<file path="config.mk">
export PLATFORM = sky130hd
export DESIGN_NAME = odp_channel
export DESIGN_NICKNAME = d
export VERILOG_FILES = /design/src/odp_pkg.sv /design/src/odp_polarity.sv /design/src/odp_divider.sv /design/src/odp_channel.sv
export VERILOG_INCLUDE_DIRS = /design/src
export SDC_FILE = /design/constraint.sdc
export NUM_CORES = 1
export LEC_CHECK = 0
export BUFFER_PORTS_ARGS = -buffer_cell sky130_fd_sc_hd__buf_2
export CAP_MARGIN = 20
export CORE_AREA = 5 5 86 88
export DETAILED_ROUTE_END_ITERATION = 8
export DIE_AREA = 0 0 91 93
export PLACE_DENSITY = 0.83
export RECOVER_POWER = 50
export SLEW_MARGIN = 20
export SYNTH_ARGS = -nofsm -noshare
export SYNTH_HDL_FRONTEND = slang
export SYNTH_HIERARCHICAL = 1
export SYNTH_SLANG_ARGS = --single-unit
</file>
<file path="constraint.sdc">
create_clock -name core_clk_in -period 4.25 [get_ports core_clk_in]
set_clock_uncertainty 0.1 [all_clocks]
set_input_delay 0.2125 -clock core_clk_in [delete_from_list [all_inputs] [get_ports core_clk_in]]
set_output_delay 0.2125 -clock core_clk_in [all_outputs]
set_load 0.05 [all_outputs]
</file>
<file path="src/odp_regs.svh">
// Register offsets, field positions and reset values of the output channel block
`ifndef ODP_REGS_SVH
`define ODP_REGS_SVH

`define ODP_ADDR_CH2_DRV        8'h25
`define ODP_ADDR_CH2_SE         8'h26
`define ODP_ADDR_CH3_DIV_LO     8'h27
`define ODP_ADDR_CH3_DIV_HI     8'h28
`define ODP_ADDR_CH3_PH_LO      8'h29
`define ODP_ADDR_CH3_PH_HI      8'h2A

`define ODP_BIT_PWRDN           7
`define ODP_BIT_SYNC_EXCL       6
`define ODP_POL_HI              5
`define ODP_POL_LO              4
`define ODP_MODE_HI             3
`define ODP_MODE_LO             1
`define ODP_BIT_POS_EN          7
`define ODP_POS_POL_HI          6
`define ODP_POS_POL_LO          5
`define ODP_BIT_NEG_EN          4
`define ODP_NEG_POL_HI          3
`define ODP_NEG_POL_LO          2

`define ODP_RST_CH2_DRV         8'h14
`define ODP_RST_CH2_SE          8'h00
`define ODP_RST_DIV             10'h000
`define ODP_RST_PH              11'h000
`define ODP_DIV_HI_MASK         8'h03
`define ODP_PH_HI_MASK          8'h07
`define ODP_DRV_MASK            8'hFE
`define ODP_SE_MASK             8'hFC

`endif

</file>
<file path="src/odp_pkg.sv">
// Types shared by the output channel block
package odp_pkg;
	typedef enum logic [1:0] {
		ODP_POL_FORCE_HIGH = 2'h0,
		ODP_POL_PASS       = 2'h1,
		ODP_POL_INVERT     = 2'h2,
		ODP_POL_FORCE_LOW  = 2'h3
	} odp_polarity_e;

	typedef enum logic [1:0] {
		ODP_ST_IDLE  = 2'h0,
		ODP_ST_DELAY = 2'h1,
		ODP_ST_RUN   = 2'h3
	} odp_state_e;
endpackage

</file>
<file path="src/odp_polarity.sv">
// Polarity selector for one driver leg
`timescale 1ns/1ps
module odp_polarity
	import odp_pkg::*;
(
	input  wire logic [1:0] sel_in,
	input  wire logic       clk_div_in,
	output logic            out_out
);
	always_comb begin
		unique case (odp_polarity_e'(sel_in))
			ODP_POL_FORCE_HIGH: out_out = 1'b1;
			ODP_POL_PASS:       out_out = clk_div_in;
			ODP_POL_INVERT:     out_out = ~clk_div_in;
			ODP_POL_FORCE_LOW:  out_out = 1'b0;
		endcase
	end
endmodule // odp_polarity

</file>
<file path="src/odp_divider.sv">
// Divider with half-period phase offset and sync restart
`timescale 1ns/1ps
module odp_divider
	import odp_pkg::*;
#(
	parameter int DIV_W = 10,
	parameter int PH_W  = 11
) (
	input  wire logic             core_clk_in,
	input  wire logic             rst_n_in,
	input  wire logic             clk_en_in,
	input  wire logic             powerdown_in,
	input  wire logic             sync_in,
	input  wire logic [DIV_W-1:0] divide_in,
	input  wire logic [PH_W-1:0]  phase_in,
	output logic                  clk_div_out,
	output logic                  running_out
);
	// Counts in half-periods of the input clock: one tick per core_clk cycle, two per input period
	odp_state_e       state_reg, state_next;
	logic [PH_W-1:0]  dly_reg, dly_next;
	logic [DIV_W:0]   cnt_reg, cnt_next;
	logic             out_reg, out_next;
	logic [DIV_W:0]   period_half;

	assign period_half = {1'b0, divide_in} + {{DIV_W{1'b0}}, 1'b1};

	always_comb begin
		state_next = state_reg;
		dly_next   = dly_reg;
		cnt_next   = cnt_reg;
		out_next   = out_reg;
		if (powerdown_in) begin
			state_next = ODP_ST_IDLE;
		end else if (sync_in) begin
			state_next = ODP_ST_DELAY;
			dly_next   = phase_in;
			cnt_next   = '0;
			out_next   = 1'b0;
		end else begin
			unique case (state_reg)
				ODP_ST_IDLE: begin
					state_next = ODP_ST_DELAY;
					dly_next   = phase_in;
					cnt_next   = '0;
					out_next   = 1'b0;
				end
				ODP_ST_DELAY: begin
					if (dly_reg == '0) begin
						state_next = ODP_ST_RUN;
						out_next   = 1'b1;
					end else begin
						dly_next = dly_reg - 1'b1;
					end
				end
				ODP_ST_RUN: begin
					// Toggle every N+1 half-periods: period N+1 inputs
					if (cnt_reg + 1'b1 >= period_half) begin
						cnt_next = '0;
						out_next = ~out_reg;
					end else begin
						cnt_next = cnt_reg + 1'b1;
					end
				end
				default: state_next = ODP_ST_IDLE;
			endcase
		end
	end

	always_ff @(posedge core_clk_in or negedge rst_n_in) begin
		if (!rst_n_in) begin
			state_reg <= ODP_ST_IDLE;
			dly_reg   <= '0;
			cnt_reg   <= '0;
			out_reg   <= 1'b0;
		end else if (clk_en_in) begin
			state_reg <= state_next;
			dly_reg   <= dly_next;
			cnt_reg   <= cnt_next;
			out_reg   <= out_next;
		end
	end

	assign clk_div_out = out_reg;
	assign running_out = (state_reg == ODP_ST_RUN);
endmodule // odp_divider

</file>
<file path="src/odp_channel.sv">
// Channel 2 driver controls and channel 3 divider and phase registers
`timescale 1ns/1ps
`include "odp_regs.svh"
// Behaviour
// Control bit 6 set excludes the channel divider from output sync.
// Bits 5:4 select driver: force high, pass, invert, force low.
// Bits 3:1 pick driver mode; codes 110/111 high-Z or single-ended; reset 010.
// Single-ended bit 7 enables the positive leg driver; reset disabled.
// Positive leg polarity bits 6:5 use the four-way encoding; reset 00.
// Single-ended bit 4 enables the negative leg driver; reset disabled.
// Negative leg polarity bits 3:2 use the four-way encoding; reset 00.
// Divide value is ten bits: low byte then bits 1:0 next address.
// Divider divides input clock by stored value plus one.
// Phase offset is eleven bits: low byte then bits 2:0 next address.
// Phase offset delays output by stored value half input periods.
// Divider power-down stops the counter with a static output.
// Sync reloads unmasked dividers, restarting them after their phase offset.
module odp_channel
	import odp_pkg::*;
#(
	parameter int DIV_W = 10,
	parameter int PH_W  = 11
) (
	input  wire logic       core_clk_in,
	input  wire logic       rst_n_in,
	input  wire logic       clk_en_in,
	input  wire logic [7:0] reg_addr_in,
	input  wire logic [7:0] reg_wdata_in,
	input  wire logic       reg_wr_in,
	input  wire logic       reg_rd_in,
	output logic      [7:0] reg_rdata_out,
	input  wire logic       sync_in,
	input  wire logic       ch2_clk_div_in,
	output logic            ch2_divider_powerdown_out,
	output logic            ch2_sync_take_out,
	output logic      [2:0] driver_mode_select_out,
	output logic            diff_driver_out,
	output logic            diff_driver_oe_out,
	output logic            positive_leg_output_out,
	output logic            positive_leg_oe_out,
	output logic            negative_leg_output_out,
	output logic            negative_leg_oe_out,
	output logic            ch3_clk_div_out,
	output logic            ch3_running_out
);
	logic [7:0]       drv_reg, drv_next;
	logic [7:0]       se_reg, se_next;
	logic [DIV_W-1:0] div_reg, div_next;
	logic [PH_W-1:0]  ph_reg, ph_next;
	logic [7:0]       rdata_reg, rdata_next;
	logic             ch3_sync_excl;
	logic             diff_raw;
	logic             pos_raw;
	logic             neg_raw;
	logic             se_mode;
	logic             ch2_clk_gated;

	// Channel 3 sync exclusion lives in a later register outside this block
	assign ch3_sync_excl = 1'b0;

	always_comb begin
		drv_next   = drv_reg;
		se_next    = se_reg;
		div_next   = div_reg;
		ph_next    = ph_reg;
		rdata_next = rdata_reg;
		if (reg_wr_in) begin
			unique case (reg_addr_in)
				`ODP_ADDR_CH2_DRV:    drv_next = reg_wdata_in & `ODP_DRV_MASK;
				`ODP_ADDR_CH2_SE:     se_next = reg_wdata_in & `ODP_SE_MASK;
				`ODP_ADDR_CH3_DIV_LO: div_next[7:0] = reg_wdata_in;
				`ODP_ADDR_CH3_DIV_HI: div_next[DIV_W-1:8] = reg_wdata_in[DIV_W-9:0];
				`ODP_ADDR_CH3_PH_LO:  ph_next[7:0] = reg_wdata_in;
				`ODP_ADDR_CH3_PH_HI:  ph_next[PH_W-1:8] = reg_wdata_in[PH_W-9:0];
				default:              drv_next = drv_reg;
			endcase
		end
		if (reg_rd_in) begin
			unique case (reg_addr_in)
				`ODP_ADDR_CH2_DRV:    rdata_next = drv_reg;
				`ODP_ADDR_CH2_SE:     rdata_next = se_reg;
				`ODP_ADDR_CH3_DIV_LO: rdata_next = div_reg[7:0];
				`ODP_ADDR_CH3_DIV_HI: rdata_next = {6'h00, div_reg[DIV_W-1:8]};
				`ODP_ADDR_CH3_PH_LO:  rdata_next = ph_reg[7:0];
				`ODP_ADDR_CH3_PH_HI:  rdata_next = {5'h00, ph_reg[PH_W-1:8]};
				default:              rdata_next = 8'h00;
			endcase
		end
	end

	always_ff @(posedge core_clk_in or negedge rst_n_in) begin
		if (!rst_n_in) begin
			drv_reg   <= `ODP_RST_CH2_DRV;
			se_reg    <= `ODP_RST_CH2_SE;
			div_reg   <= `ODP_RST_DIV;
			ph_reg    <= `ODP_RST_PH;
			rdata_reg <= 8'h00;
		end else if (clk_en_in) begin
			drv_reg   <= drv_next;
			se_reg    <= se_next;
			div_reg   <= div_next;
			ph_reg    <= ph_next;
			rdata_reg <= rdata_next;
		end
	end

	assign reg_rdata_out = rdata_reg;

	// Channel 2 divider and driver mode controls
	assign ch2_divider_powerdown_out = drv_reg[`ODP_BIT_PWRDN];
	assign ch2_sync_take_out = sync_in & ~drv_reg[`ODP_BIT_SYNC_EXCL];
	assign driver_mode_select_out = drv_reg[`ODP_MODE_HI:`ODP_MODE_LO];
	// Held low while powered down so the output stays static
	assign ch2_clk_gated = ch2_clk_div_in & ~drv_reg[`ODP_BIT_PWRDN];
	assign se_mode = drv_reg[`ODP_MODE_HI] & drv_reg[`ODP_MODE_HI-1];

	odp_polarity u_diff_pol (
		.sel_in     (drv_reg[`ODP_POL_HI:`ODP_POL_LO]),
		.clk_div_in (ch2_clk_gated),
		.out_out    (diff_raw)
	);

	odp_polarity u_pos_pol (
		.sel_in     (se_reg[`ODP_POS_POL_HI:`ODP_POS_POL_LO]),
		.clk_div_in (ch2_clk_gated),
		.out_out    (pos_raw)
	);

	odp_polarity u_neg_pol (
		.sel_in     (se_reg[`ODP_NEG_POL_HI:`ODP_NEG_POL_LO]),
		.clk_div_in (ch2_clk_gated),
		.out_out    (neg_raw)
	);

	assign diff_driver_out = diff_raw;
	assign diff_driver_oe_out = ~se_mode;
	assign positive_leg_output_out = pos_raw;
	assign positive_leg_oe_out = se_mode & se_reg[`ODP_BIT_POS_EN];
	assign negative_leg_output_out = neg_raw;
	assign negative_leg_oe_out = se_mode & se_reg[`ODP_BIT_NEG_EN];

	odp_divider #(
		.DIV_W (DIV_W),
		.PH_W  (PH_W)
	) u_ch3_div (
		.core_clk_in  (core_clk_in),
		.rst_n_in     (rst_n_in),
		.clk_en_in    (clk_en_in),
		.powerdown_in (1'b0),
		.sync_in      (sync_in & ~ch3_sync_excl),
		.divide_in    (div_reg),
		.phase_in     (ph_reg),
		.clk_div_out  (ch3_clk_div_out),
		.running_out  (ch3_running_out)
	);
endmodule // odp_channel

</file>
==> metrics.md <==
| Metric | Value |
|---|---|
| Failing checks | `capacitance limit, slew limit` |
| Synth warn | `6` |
| GR Layer Usage met1 | `30.1%` |
| Gate Count Post-Synth | `386` |
| Unique masters post-synth | `61` |
| TNS Setup | `0 ns` |
| Routed WL | `9580 um` |
| Final-layout fill cell count | `502` |
| Initial Utilization | `61.0%` |
| Worst EP required | `4.43 ns` |
| Num CTS Buffers | `9` |
| Mapped cell area | `4010 um^2` |
| Leak Pwr | `0.00202 uW` |
| IO buf count | `43` |
| H-tree depth | `3` |
| Chip Width | `91 um` |
| DR WL/cell | `18.8 um` |
| Initial antenna violation count | `0` |
| Nets@finish | `463` |
| # setup viols final | `0` |
| RR Startpoint | `u_ch3_div/cnt_reg[0]` |
| EDFF count, synth | `0` |
| Die footprint | `8460 um^2` |
| Max-cap viol count | `1` |
| Drt first pass iters | `5` |
| Worst setup path start | `u_ch3_div/cnt_reg[0]` |
| Vias | `3,194` |
| Met2 Usage GRT | `39.4%` |
| Gpl congestion | `0.836` |
| Layout area overhead | `9.40%` |
| Diode count | `0` |
| Core Rows | `30` |
| CTS tree | `done` |
| Routed Antenna Nets | `0` |
| Sequential cell area fraction in the yosys report | `41.9%` |
| Fmax | `295 MHz` |
| Worst slew pin tran | `1.80 ns` |
| Hold_ws | `0.0724 ns` |
| Final Hold Fails | `0` |
| Post_cts resized | `0` |
| Top Ports | `44` |
| Placed Area | `4210 um^2` |
| Worst-Skew Late Latency | `0.35 ns` |
| Global-route usage over all layers | `23.7%` |
| CP startpoint kind | `flip-flop` |
| Peak supply drop | `0.237 mV` |
| GR peak layer | `met2` |
| Hold path startpoint | `reg_wdata_in[7]` |
| Async S/R FF share, synth | `100%` |
| Worst-path clk slew | `0.08 ns` |
| Synth Register Bits | `67` |
| Worst slew margin | `-20.2%` |
| CTS Buffer Depth | `2` |
| Top_reg_cell synth | `dfrtp_1` |
| Fraction of layout cells with a size suffix above 1 | `22.1%` |
| # clock sinks | `67` |
| CTS root buffer | `clkbuf_8` |
| Die height | `93 um` |
| Crit path DAT | `3.57 ns` |
| RSZ-0062 raised after global routing | `no` |
| DRC violations left | `0` |
| Via density per instance | `6.26` |
| First-iteration detailed-routing DRC count | `189` |
| Status | `finished, violations left` |
| Cell Pwr Density | `345 nW/um^2` |
| Met3 GRT Util | `3.94%` |
| First-pass GRT wire length | `15,900 um` |
| Vias in the first global route | `3,169` |
| Grt ovf | `0` |
| Core footprint | `6570 um^2` |
| WS Path Type | `flip-flop to flip-flop` |
| Worst Hold Class | `input pin to flip-flop` |
| Final Power | `1510 uW` |
| Post-Route Utilization | `66.7%` |
| Post-DP HPWL | `6910 um` |
| Worst-path fanout max | `12` |
| Synth Area per Inst | `10.4 um^2` |
| Slew Limit Fails | `34` |
| Post-layout min period | `3.39 ns` |
| Setup crit end kind | `flip-flop` |
| Final period util | `79.8%` |
| Post-route cell area | `4380 um^2` |
| Largest net degree at the start of global routing | `36` |
==> area by class of cell <==
| type | instances | area, um^2 | area share [%] |
|---|---|---|---|
| Multi-Input combinational cell | 290 | 2130 | 48.5 |
| Inverter | 12 | 45.0 | 1.03 |
| Clock buffer | 10 | 138 | 3.14 |
| Timing Repair Buffer | 46 | 216 | 4.94 |
| Clock inverter | 5 | 77.6 | 1.77 |
| Tap cell | 80 | 100 | 2.28 |
| Sequential cell | 67 | 1680 | 38.3 |
==> worst paths after layout <==
path | to | slack, ns | cells past startpoint
min in group asynchronous | u_ch3_div/cnt_reg[2] | 0.78 | 2
worst max-delay path | u_ch3_div/cnt_reg[6] | 0.86 | 12
worst max register to register | u_ch3_div/cnt_reg[6] | 0.86 | 12
worst min-delay path | ph_reg[7] | 0.07 | 2
worst min register to register | reg_rdata_out[6] | 0.40 | 2
max in group asynchronous | u_ch3_div/dly_reg[5] | 1.61 | 3
==> cell usage after synthesis (11+ instances only) <==
| cell | count | area [um^2] |
|---|---|---|
| dfrtp_1 | 65 | 1630 |
| nand2_1 | 38 | 143 |
| mux2_2 | 34 | 383 |
| o21ai_0 | 27 | 135 |
| a22o_1 | 17 | 149 |
| nor2_1 | 16 | 60.1 |
| ha_1 | 14 | 175 |
| a21oi_1 | 13 | 65.1 |
| inv_1 | 12 | 45.0 |
| xnor2_1 | 12 | 105 |
| nand3_1 | 11 | 55.1 |
==> cells by family (layout without fill, tap and decap cells) <==
logic type	after synthesis	in the layout	synth area share, %
XOR/XNOR	18	18	3.94
adder cells (fa/ha/maj)	14	14	4.37
buffers and inverters	32	73	4.47
flip-flops	67	67	41.9
other	1	4	0.0936
AND/OR/NAND/NOR	120	120	16.5
AO/OA/AOI/OAI	89	89	15.4
multiplexers	45	45	13.3
==> report_power, final <==
| group | switching [uW] | internal, uW | leakage (uW) |
|---|---|---|---|
| logic | 144 | 77.8 | 0.00100 |
| clock network | 247 | 341 | 0.000108 |
| registers | 36.5 | 668 | 0.000911 |
| total | 427 | 1090 | 0.00202 |
==> metrics by stage <==
stage               instances  setup WS (ns)
finish                    510          0.860
global placement          494           1.18
CTS                       510          0.916
floorplan                 389           1.43
detailed placement        494          0.976
global route              510          0.667
==> per-layer routing <==
metal,part of all wire (%),vias to the layer above
li1,-,1489
met5,0,-
met2,49,115
met1,42,1561
met4,3.2,0
met3,5.8,29
==> repair_timing <==
item / 4_1_cts / 5_1_grt
hold buffers: 1 / 0
endpoints found under the hold margin: 30 / 0
buffers inserted: 0 / 0
==> cell usage in the layout (no fill, tap or decap), types with 10 or more instances in the layout <==
cell type / synthesis / final
nor2_1: 16 / 16
xnor2_1: 12 / 12
a21oi_1: 13 / 13
nand2_1: 38 / 38
nand3_1: 11 / 12
and3_1: 9 / 10
clkbuf_8: 0 / 10
inv_1: 12 / 12
a22o_1: 17 / 17
ha_1: 14 / 14
dfrtp_1: 65 / 65
clkbuf_1: 8 / 17
mux2_2: 34 / 34
o21ai_0: 27 / 27
buf_2: 3 / 26
==> worst max-delay path: stages (launching register included) <==
cell and delay [ns]:
dfrtp_1 0.43, ha_1 0.24, nand3_1 0.15, nor2_1 0.30, and3_1 0.22, xnor2_1 0.14, inv_1 0.07, ha_1 0.33
a211oi_1 0.24, o21ai_0 0.13, a221o_1 0.45, nor2_1 0.33, a22o_1 0.21
Note: power is estimated with default switching activity, not from simulation.
